$ cat src/include/servo_param_pkg.sv
// Functional notes
// - Responses wait 0-255 half-millisecond steps.
// - Low mask bits choose pin or serial input.
// - High mask bits enable virtual inputs, indexer mode.
// - Virtual inputs carry fixed trigger, select, jog functions.
// - Input status writes affect only masked inputs.
// - Input status bits 0-7 show physical inputs.
// - Newest fault code kept, read-only, zero when empty.
// - Four older fault codes kept in order.
// - Jog writes 0-3000 set jog speed.
// - Jog codes 4998 ccw, 4999 cw, 5000 stop.
// - Jog speed resets to 20 rpm.
// - Jog moves only when enabled without fault.
// - Input function 37 jogs forward, 38 reverse.
// - Five force bits drive outputs active or inactive.
// - Force value changes outputs immediately.
// - Leaving force mode restores normal output functions.
// - Force ignored while servo drive enabled.
// - Output status reports five outputs, read-only.
package servo_param_pkg;

  localparam logic [15:0] RESPONSE_DELAY_ADDR = 16'h0307;
  localparam logic [15:0] INPUT_SOURCE_MASK_ADDR = 16'h0308;
  localparam logic [15:0] FAULT_HISTORY_NEWEST_ADDR = 16'h0400;
  localparam logic [15:0] FAULT_HISTORY_SECOND_ADDR = 16'h0401;
  localparam logic [15:0] FAULT_HISTORY_THIRD_ADDR = 16'h0402;
  localparam logic [15:0] FAULT_HISTORY_FOURTH_ADDR = 16'h0403;
  localparam logic [15:0] FAULT_HISTORY_FIFTH_ADDR = 16'h0404;
  localparam logic [15:0] JOG_COMMAND_ADDR = 16'h0405;
  localparam logic [15:0] OUTPUT_FORCE_ADDR = 16'h0406;
  localparam logic [15:0] INPUT_STATE_ADDR = 16'h0407;
  localparam logic [15:0] SPARE_SLOT_ADDR = 16'h0408;
  localparam logic [15:0] OUTPUT_STATE_ADDR = 16'h0409;

  localparam logic [15:0] RESPONSE_DELAY_RESET = 16'h0000;
  localparam logic [15:0] INPUT_SOURCE_MASK_RESET = 16'h0000;
  localparam logic [15:0] FAULT_HISTORY_RESET = 16'h0000;
  localparam logic [15:0] JOG_SPEED_RESET = 16'h0014;
  localparam logic [4:0] OUTPUT_FORCE_RESET = 5'h00;
  localparam logic [15:0] INPUT_STATE_RESET = 16'h0000;

  localparam logic [15:0] RESPONSE_DELAY_MAX = 16'h00ff;
  localparam logic [15:0] JOG_SPEED_SERIAL_MAX = 16'h0bb8;
  localparam logic [15:0] JOG_CODE_CCW = 16'h1386;
  localparam logic [15:0] JOG_CODE_CW = 16'h1387;
  localparam logic [15:0] JOG_CODE_STOP = 16'h1388;
  localparam logic [15:0] FAULT_CODE_FIRST = 16'h0001;
  localparam logic [15:0] FAULT_CODE_LAST = 16'h0016;
  localparam logic [7:0] DI_FUNC_JOG_FORWARD = 8'h25;
  localparam logic [7:0] DI_FUNC_JOG_REVERSE = 8'h26;

  localparam int NUM_PHYS_INPUTS = 8;
  localparam int NUM_OUTPUTS = 5;
  localparam int FAULT_DEPTH = 5;
  localparam int VIRT_TRIGGER_BIT = 8;
  localparam int VIRT_POS_SELECT0_BIT = 9;
  localparam int VIRT_POS_SELECT2_BIT = 11;
  localparam int VIRT_ALARM_RESET_BIT = 12;
  localparam int VIRT_HOME_START_BIT = 13;
  localparam int VIRT_JOG_FORWARD_BIT = 14;
  localparam int VIRT_JOG_REVERSE_BIT = 15;

  localparam int CLK_FREQ_KHZ = 125000;
  localparam int RESPONSE_STEP_US = 500;
  localparam int RESPONSE_STEP_CYCLES = CLK_FREQ_KHZ * RESPONSE_STEP_US / 1000;

  typedef enum logic [1:0] {
    RESP_IDLE = 2'b00,
    RESP_WAIT = 2'b01,
    RESP_SEND = 2'b11
  } resp_state_type;

  typedef enum logic [1:0] {
    JOG_STOP = 2'b00,
    JOG_CCW = 2'b01,
    JOG_CW = 2'b11
  } jog_state_type;

endpackage

$ cat src/core/servo_io_override_param_bank.sv
`timescale 1ns/1ps
module servo_io_override_param_bank
  import servo_param_pkg::*;
#(
  parameter int STEP_CYCLES = RESPONSE_STEP_CYCLES
) (
  input wire logic clk_i,
  input wire logic reset_n_i,
  input wire logic req_valid_i,
  input wire logic req_write_i,
  input wire logic [15:0] req_addr_i,
  input wire logic [15:0] req_wdata_i,
  output logic req_busy_o,
  output logic resp_valid_o,
  output logic [15:0] resp_rdata_o,
  output logic resp_error_o,
  input wire logic [7:0] phys_input_pin_i,
  input wire logic [63:0] phys_input_func_i,
  input wire logic internal_indexer_mode_i,
  input wire logic servo_enabled_i,
  input wire logic fault_active_i,
  input wire logic fault_event_i,
  input wire logic [15:0] fault_code_i,
  input wire logic force_mode_i,
  input wire logic [4:0] normal_output_i,
  output logic [7:0] phys_input_o,
  output logic command_trigger_o,
  output logic [2:0] position_select_o,
  output logic alarm_reset_o,
  output logic home_start_o,
  output logic jog_forward_o,
  output logic jog_reverse_o,
  output logic [15:0] jog_speed_o,
  output logic [4:0] output_drive_o
);

  localparam logic [7:0] STEP_LAST = 8'h00;
  localparam logic [31:0] STEP_CYCLES_LAST = 32'(STEP_CYCLES - 1);

  logic reset_sync_a_q;
  logic reset_sync_b_q;
  logic rst_n;

  always_ff @(posedge clk_i or negedge reset_n_i) begin
    if (!reset_n_i) begin
      reset_sync_a_q <= 1'b0;
      reset_sync_b_q <= 1'b0;
    end else begin
      reset_sync_a_q <= 1'b1;
      reset_sync_b_q <= reset_sync_a_q;
    end
  end

  assign rst_n = reset_sync_b_q;

  logic [15:0] response_delay_q;
  logic [15:0] input_source_mask_q;
  logic [15:0] input_state_q;
  logic [4:0] output_force_q;
  logic [15:0] jog_speed_q;
  jog_state_type jog_state_q;
  logic [15:0] fault_hist_q [FAULT_DEPTH];
  resp_state_type resp_state_q;
  logic [7:0] steps_left_q;
  logic [31:0] tick_count_q;
  logic [15:0] rdata_q;
  logic error_q;
  logic resp_valid_q;
  logic busy_q;

  logic [7:0] phys_eff_q;
  logic [7:0] virt_eff_q;
  logic jog_forward_q;
  logic jog_reverse_q;
  logic [4:0] output_drive_q;

  // Request acceptance and register decode.
  wire take = req_valid_i && (resp_state_q == RESP_IDLE);
  wire wr = take && req_write_i;
  wire hit_delay = (req_addr_i == RESPONSE_DELAY_ADDR);
  wire hit_mask = (req_addr_i == INPUT_SOURCE_MASK_ADDR);
  wire hit_f0 = (req_addr_i == FAULT_HISTORY_NEWEST_ADDR);
  wire hit_f1 = (req_addr_i == FAULT_HISTORY_SECOND_ADDR);
  wire hit_f2 = (req_addr_i == FAULT_HISTORY_THIRD_ADDR);
  wire hit_f3 = (req_addr_i == FAULT_HISTORY_FOURTH_ADDR);
  wire hit_f4 = (req_addr_i == FAULT_HISTORY_FIFTH_ADDR);
  wire hit_fault = hit_f0 | hit_f1 | hit_f2 | hit_f3 | hit_f4;
  wire hit_jog = (req_addr_i == JOG_COMMAND_ADDR);
  wire hit_force = (req_addr_i == OUTPUT_FORCE_ADDR);
  wire hit_in = (req_addr_i == INPUT_STATE_ADDR);
  wire hit_spare = (req_addr_i == SPARE_SLOT_ADDR);
  wire hit_out = (req_addr_i == OUTPUT_STATE_ADDR);
  wire hit_any = hit_delay | hit_mask | hit_fault | hit_jog | hit_force | hit_in | hit_spare | hit_out;

  wire delay_ok = (req_wdata_i <= RESPONSE_DELAY_MAX);
  wire force_ok = (req_wdata_i[15:NUM_OUTPUTS] == '0);
  wire jog_is_speed = (req_wdata_i <= JOG_SPEED_SERIAL_MAX);
  wire jog_is_ccw = (req_wdata_i == JOG_CODE_CCW);
  wire jog_is_cw = (req_wdata_i == JOG_CODE_CW);
  wire jog_is_stop = (req_wdata_i == JOG_CODE_STOP);
  wire jog_ok = jog_is_speed | jog_is_ccw | jog_is_cw | jog_is_stop;

  // Writes to read-only words, out-of-range values and unmapped words are refused.
  wire bad_write = !hit_any || hit_fault || hit_out || (hit_delay && !delay_ok)
                   || (hit_force && !force_ok) || (hit_jog && !jog_ok);
  wire req_error = req_write_i ? bad_write : !hit_any;

  wire wr_ok = wr && !bad_write;

  // Effective input levels and the view read back from the input status word.
  wire [7:0] mask_lo = input_source_mask_q[7:0];
  wire [7:0] mask_hi = input_source_mask_q[15:8];
  wire [7:0] phys_eff = (phys_input_pin_i & ~mask_lo) | (input_state_q[7:0] & mask_lo);
  wire [7:0] virt_eff = internal_indexer_mode_i ? (input_state_q[15:8] & mask_hi) : 8'h00;
  wire [15:0] input_view = {virt_eff, phys_eff};

  logic [15:0] rd_mux;
  always_comb begin
    rd_mux = 16'h0000;
    if (hit_delay) begin
      rd_mux = response_delay_q;
    end else if (hit_mask) begin
      rd_mux = input_source_mask_q;
    end else if (hit_f0) begin
      rd_mux = fault_hist_q[0];
    end else if (hit_f1) begin
      rd_mux = fault_hist_q[1];
    end else if (hit_f2) begin
      rd_mux = fault_hist_q[2];
    end else if (hit_f3) begin
      rd_mux = fault_hist_q[3];
    end else if (hit_f4) begin
      rd_mux = fault_hist_q[4];
    end else if (hit_jog) begin
      rd_mux = jog_speed_q;
    end else if (hit_force) begin
      rd_mux = {11'h000, output_force_q};
    end else if (hit_in) begin
      rd_mux = input_view;
    end else if (hit_out) begin
      rd_mux = {11'h000, output_drive_q};
    end
  end

  // Response pacing: each step is a half-millisecond count of clock cycles.
  wire step_tick = (tick_count_q == STEP_CYCLES_LAST);

  always_ff @(posedge clk_i or negedge rst_n) begin
    if (!rst_n) begin
      resp_state_q <= RESP_IDLE;
      steps_left_q <= 8'h00;
      tick_count_q <= 32'h0000_0000;
      rdata_q <= 16'h0000;
      error_q <= 1'b0;
      resp_valid_q <= 1'b0;
      busy_q <= 1'b0;
    end else begin
      resp_valid_q <= 1'b0;
      case (resp_state_q)
        RESP_IDLE: begin
          tick_count_q <= 32'h0000_0000;
          if (take) begin
            busy_q <= 1'b1;
            rdata_q <= req_write_i ? 16'h0000 : rd_mux;
            error_q <= req_error;
            steps_left_q <= response_delay_q[7:0];
            resp_state_q <= (response_delay_q[7:0] == STEP_LAST) ? RESP_SEND : RESP_WAIT;
          end
        end
        RESP_WAIT: begin
          if (step_tick) begin
            tick_count_q <= 32'h0000_0000;
            steps_left_q <= steps_left_q - 8'h01;
            if (steps_left_q == 8'h01) begin
              resp_state_q <= RESP_SEND;
            end
          end else begin
            tick_count_q <= tick_count_q + 32'h0000_0001;
          end
        end
        RESP_SEND: begin
          resp_valid_q <= 1'b1;
          busy_q <= 1'b0;
          resp_state_q <= RESP_IDLE;
        end
        default: begin
          busy_q <= 1'b0;
          resp_state_q <= RESP_IDLE;
        end
      endcase
    end
  end

  // Software-written configuration words.
  always_ff @(posedge clk_i or negedge rst_n) begin
    if (!rst_n) begin
      response_delay_q <= RESPONSE_DELAY_RESET;
      input_source_mask_q <= INPUT_SOURCE_MASK_RESET;
      output_force_q <= OUTPUT_FORCE_RESET;
    end else if (wr_ok) begin
      if (hit_delay) begin
        response_delay_q <= req_wdata_i;
      end
      if (hit_mask) begin
        input_source_mask_q <= req_wdata_i;
      end
      if (hit_force) begin
        output_force_q <= req_wdata_i[NUM_OUTPUTS-1:0];
      end
    end
  end

  // Only bits handed to serial control take the written value.
  wire [15:0] in_write_mask = (wr_ok && hit_in) ? input_source_mask_q : 16'h0000;

  always_ff @(posedge clk_i or negedge rst_n) begin
    if (!rst_n) begin
      input_state_q <= INPUT_STATE_RESET;
    end else begin
      input_state_q <= (input_state_q & ~in_write_mask) | (req_wdata_i & in_write_mask);
    end
  end

  // Serial jog: a speed value is stored, a code steers the jog state.
  always_ff @(posedge clk_i or negedge rst_n) begin
    if (!rst_n) begin
      jog_speed_q <= JOG_SPEED_RESET;
      jog_state_q <= JOG_STOP;
    end else if (wr_ok && hit_jog) begin
      if (jog_is_speed) begin
        jog_speed_q <= req_wdata_i;
      end else if (jog_is_ccw) begin
        jog_state_q <= JOG_CCW;
      end else if (jog_is_cw) begin
        jog_state_q <= JOG_CW;
      end else begin
        jog_state_q <= JOG_STOP;
      end
    end
  end

  // Fault history shifts one place older on each accepted fault code.
  wire fault_in_range = (fault_code_i >= FAULT_CODE_FIRST) && (fault_code_i <= FAULT_CODE_LAST);
  wire fault_push = fault_event_i && fault_in_range;

  always_ff @(posedge clk_i or negedge rst_n) begin
    if (!rst_n) begin
      for (int i = 0; i < FAULT_DEPTH; i++) begin
        fault_hist_q[i] <= FAULT_HISTORY_RESET;
      end
    end else if (fault_push) begin
      fault_hist_q[0] <= fault_code_i;
      for (int i = 1; i < FAULT_DEPTH; i++) begin
        fault_hist_q[i] <= fault_hist_q[i-1];
      end
    end
  end

  // Physical inputs assigned to the jog functions.
  logic [7:0] di_jog_fwd;
  logic [7:0] di_jog_rev;
  genvar g;
  generate
    for (g = 0; g < NUM_PHYS_INPUTS; g++) begin : g_di_func
      assign di_jog_fwd[g] = phys_eff[g] && (phys_input_func_i[g*8 +: 8] == DI_FUNC_JOG_FORWARD);
      assign di_jog_rev[g] = phys_eff[g] && (phys_input_func_i[g*8 +: 8] == DI_FUNC_JOG_REVERSE);
    end
  endgenerate

  wire jog_allowed = servo_enabled_i && !fault_active_i;
  wire fwd_req = (|di_jog_fwd) || virt_eff[VIRT_JOG_FORWARD_BIT-8] || (jog_state_q == JOG_CW);
  wire rev_req = (|di_jog_rev) || virt_eff[VIRT_JOG_REVERSE_BIT-8] || (jog_state_q == JOG_CCW);
  // Opposing requests cancel so the motor never sees both directions at once.
  wire jog_fwd_d = jog_allowed && fwd_req && !rev_req;
  wire jog_rev_d = jog_allowed && rev_req && !fwd_req;

  // Forcing holds only while the force mode is entered and the drive is disabled.
  wire force_on = force_mode_i && !servo_enabled_i;
  wire [4:0] output_d = force_on ? output_force_q : normal_output_i;

  always_ff @(posedge clk_i or negedge rst_n) begin
    if (!rst_n) begin
      phys_eff_q <= 8'h00;
      virt_eff_q <= 8'h00;
      jog_forward_q <= 1'b0;
      jog_reverse_q <= 1'b0;
      output_drive_q <= 5'h00;
    end else begin
      phys_eff_q <= phys_eff;
      virt_eff_q <= virt_eff;
      jog_forward_q <= jog_fwd_d;
      jog_reverse_q <= jog_rev_d;
      output_drive_q <= output_d;
    end
  end

  assign req_busy_o = busy_q;
  assign resp_valid_o = resp_valid_q;
  assign resp_rdata_o = rdata_q;
  assign resp_error_o = error_q;
  assign phys_input_o = phys_eff_q;
  assign command_trigger_o = virt_eff_q[VIRT_TRIGGER_BIT-8];
  assign position_select_o = virt_eff_q[VIRT_POS_SELECT2_BIT-8:VIRT_POS_SELECT0_BIT-8];
  assign alarm_reset_o = virt_eff_q[VIRT_ALARM_RESET_BIT-8];
  assign home_start_o = virt_eff_q[VIRT_HOME_START_BIT-8];
  assign jog_forward_o = jog_forward_q;
  assign jog_reverse_o = jog_reverse_q;
  assign jog_speed_o = jog_speed_q;
  assign output_drive_o = output_drive_q;

endmodule

$ cat config.mk
export PLATFORM = sky130hd
export DESIGN_NAME = servo_io_override_param_bank
export DESIGN_NICKNAME = d
export VERILOG_FILES = /design/src/include/servo_param_pkg.sv /design/src/core/servo_io_override_param_bank.sv
export SDC_FILE = /design/constraint.sdc
export NUM_CORES = 1
export LEC_CHECK = 0
export ABC_AREA = 1
export BUFFER_PORTS_ARGS = -buffer_cell sky130_fd_sc_hd__buf_2
export CELL_PAD_IN_SITES_DETAIL_PLACEMENT = 2
export CELL_PAD_IN_SITES_GLOBAL_PLACEMENT = 2
export CORE_UTILIZATION = 33
export DETAILED_ROUTE_END_ITERATION = 12
export GPL_ROUTABILITY_DRIVEN = 0
export PLACE_DENSITY_LB_ADDON = 0.1
export SLEW_MARGIN = 0
export SYNTH_ARGS = -nofsm -noshare
export SYNTH_HDL_FRONTEND = slang
export SYNTH_SLANG_ARGS = --single-unit
$ cat constraint.sdc
create_clock -name clk_i -period 8.05 [get_ports clk_i]
set_input_delay 0.4025 -clock clk_i [delete_from_list [all_inputs] [get_ports clk_i]]
set_output_delay 0.4025 -clock clk_i [all_outputs]
set_load 0.02 [all_outputs]
==> impl_metrics.py <==
metrics = {
    "status": {
        "status": "completed",
    },
    "sta": {
        "tns_ns": 0,
        "skew_ns": 0.0110,
        "setup_ws_ns": 4.80,
        "finalSetupViolations": 0,
        "rsz0062_at_grt": "false",
        "min_period_over_period": 0.404,
        "tightestPinTransition_ns": 1.15,
        "holdWs_ns": 0.0771,
        "timing.slew.headroom": 0.228,
        "clock.fmax_mhz": 308,
        "hold_viol_final": 0,
        "min_period_ns": 3.25,
        "finalMaxSlewViolations": 0,
    },
    "placement": {
        "io_buffers": 189,
        "dp_worst_setup_slack_ns": 4.62,
        "placed_cells": 2195,
        "hpwl_um": 33600,
    },
    "power_and_ir_drop": {
        "p_leak_nw": 7.37,
        "power_density_nw_per_um2": 181,
        "ir_drop_mv": 0.152,
    },
    "finish": {
        "syn_to_final_growth_pct": 19.3,
        "final_cells": 2248,
        "utilization": 0.403,
        "drive_gt1_frac": 0.168,
        "fillCellCount": 4173,
        "nNetsFinal": 1902,
    },
    "grt": {
        "grt_pass1_wl_um": 72500,
        "grt_max_degree": 119,
        "overflow": 0,
        "groute.usage.overall": 0.245,
        "antenna_found_initial": 0,
        "first_global_vias": 12700,
    },
    "synthesis": {
        "synth_cell_type_count": 46,
        "async_flop_share": 1.00,
        "syn_area_sq_um": 12100,
        "yosysWarningCount": 0,
        "synthCells": 1591,
        "ys_seq_elements": 235,
        "synth_edf_count": 0,
        "synth_ff_type": "dfrtp_1",
        "yosysSeqAreaShare": 0.486,
        "synth.largest_area_cell": "dfrtp_1",
        "ys_top_cells_by_count": "nand2_1 (437), inv_1 (234), dfrtp_1 (233), o21ai_0 (152), nor2_1 (109)",
        "avgSynthCellArea_sq_um": 7.61,
        "synth_most_common_cell": "nand2_1",
        "synth_nets": 1728,
        "synth_top_area_frac": 0.481,
        "synthTopCellsByArea": "dfrtp_1 (48%), nand2_1 (14%), inv_1 (7.3%), o21ai_0 (6.3%), nand3_1 (3.4%)",
    },
    "routing": {
        "drt_pass1_iterations": 4,
        "drt_wl_total_um": 45400,
        "drt_iter0_drc": 555,
        "drcViolationCount": 0,
        "ant_nets": 0,
        "vias": 11600,
        "wl_per_cell_um": 20.2,
        "viasPerCell": 5.17,
    },
    "clock_network": {
        "cts_root_buf": "clkbuf_16",
        "cts_tree": "done",
        "postCtsSetupBuffers": 0,
        "max-clock-path-buffers": 3,
        "numCtsBuffers": 28,
        "htree_levels": 1,
        "clk_pin_slew_ns": 0.06,
        "cts_sinks": 235,
        "clk-insertion-delay-late_ns": 0.54,
    },
    "worst_setup_path": {
        "crit_family": "simple AND/OR/NAND/NOR gates",
        "crit_path_start_kind": "register",
        "path_class": "register to register",
        "cp_slowest_cell": "nor4_1",
        "path_buf_inv": 2,
        "endpoint_kind": "register",
        "path_cells": "inv_1 > nand4_1 > nor4_1 > nand2_1 > nand2_1 > clkinv_1 > o21ai_0 > o22ai_1",
        "max_stage_delay_ns": 0.65,
        "worstPathMaxFanout": 14,
        "arrival_ns": 3.63,
        "required_ns": 8.43,
        "cp_common_cell": "nand2_1",
    },
    "floorplan": {
        "die-area_sq_um": 37500,
        "rows": 69,
        "start_util": 0.338,
        "core_area_sq_um": 35800,
        "die_w_um": 194,
        "die_h_um": 194,
        "io_pins": 190,
    },
    "run": {
        "maxCapViolations": 0,
    },
    "hold_path": {
        "hp-class": "primary input to register",
    },
}
## flip-flops by register name, indices dropped and copies added (netlist names), 2 cells and up, named ones only
name                 flops
virt_eff_q               6
resp_state_q             2
jog_speed_o             16
response_delay_q        16
resp_rdata_o            16
phys_input_o             8
tick_count_q            32
output_force_q           5
input_source_mask_q     16
fault_hist_q            80
jog_state_q              2
steps_left_q             8
output_drive_o           5
## layout make-up
type	instances	area, sq um	area share
clock buffer	43	858	0.0594
timing repair buffer	198	1030	0.0712
multi-input combinational	1060	5100	0.353
antenna	1	2.50	0.000173
inverter	242	908	0.0629
tap	461	577	0.0399
clock inverter	8	95.1	0.00658
sequential	235	5890	0.407
## metal layers
metal  track usage  vias up  routed length [um]  part of all wire
met2         0.400      200               20800              0.46
li1              -     5473                   -                 -
met1         0.351     5885               21900              0.48
met5             0        -                   0                 0
met3        0.0249       53                1710             0.038
met4        0.0521        0                 931             0.021
## kinds of logic (layout without fill, tap and decap cells)
kind of cell	Yosys count	count (layout)	share of synthesized area
AND/OR/NAND/NOR	794	794	0.291
multiplexers	1	1	0.000930
other	1	2	0.000310
AO/OA/AOI/OAI	248	248	0.114
adder cells (fa/ha/maj)	3	3	0.00310
buffers and inverters	296	491	0.0955
flip-flops	235	235	0.486
XOR/XNOR	13	13	0.00940
## through the flow
stage / area (sq um) / power, W
after detailed placement: 13500 / 0.00133
final: 14500 / 0.00262
after floorplan: 12100 / 0.00127
after CTS: 14500 / 0.00265
after global routing: 14500 / 0.00271
after global placement: 13500 / 0.00133
## worst min-delay path, cell delays in order
cell and delay [ns]:
buf_2 0.07, nand2_1 0.04, o21ai_0 0.06
## worst paths after layout
check / from / to / slack (ns) / depth (start not counted)
setup / recovery: tick_count_q[16] / tick_count_q[19] / 4.80 / 8
hold reg to reg: reset_sync_a_q / reset_sync_b_q / 0.36 / 0
setup reg to reg: tick_count_q[16] / tick_count_q[19] / 4.80 / 8
hold / removal: normal_output_i[4] / output_drive_o[4] / 0.08 / 3
max in group asynchronous: reset_sync_b_q / fault_hist_q[16] / 6.27 / 1
min in group asynchronous: reset_n_i / reset_sync_a_q / 0.22 / 2
## power by group
group          switching (W)  internal [W]  leakage (nW)
Clock               0.000518      0.000793         0.466
Sequential         0.0000107       0.00119          2.89
Combinational      0.0000724     0.0000378          4.02
Total               0.000601       0.00202          7.37
## what timing repair did
| action | 4_1_cts | 5_1_grt |
|---|---|---|
| endpoints found under the hold margin | 2 | 0 |
| endpoints found under the setup margin | 0 | 0 |
| resized for setup | 0 | 0 |
| hold buffers | 1 | 0 |
## placed cells by master, fill, tap and decap left out, types with 4 or more instances in the layout
cell       synthesis  layout
a21oi_1           21      21
buf_2             10     189
buf_4              5       7
clkbuf_1          32       6
clkbuf_16          0      29
clkbuf_8           0       8
clkinv_2           0       4
dfrtp_1          233     232
inv_1            234     233
inv_2              6       7
nand2_1          437     437
nand2_2            7       7
nand3_1           83      83
nand4_1           64      64
nor2_1           109     108
nor2_2             7       8
nor3_1            39      39
nor4_1            25      23
o211ai_1           5       5
o21ai_0          152     152
o21ai_1           18      18
o21ai_2           12      12
o21bai_1          10      10
o22ai_1           20      20
or2_2              8       8
xor2_1            12      12
No activity file was read; power rests on OpenSTA's default activity.
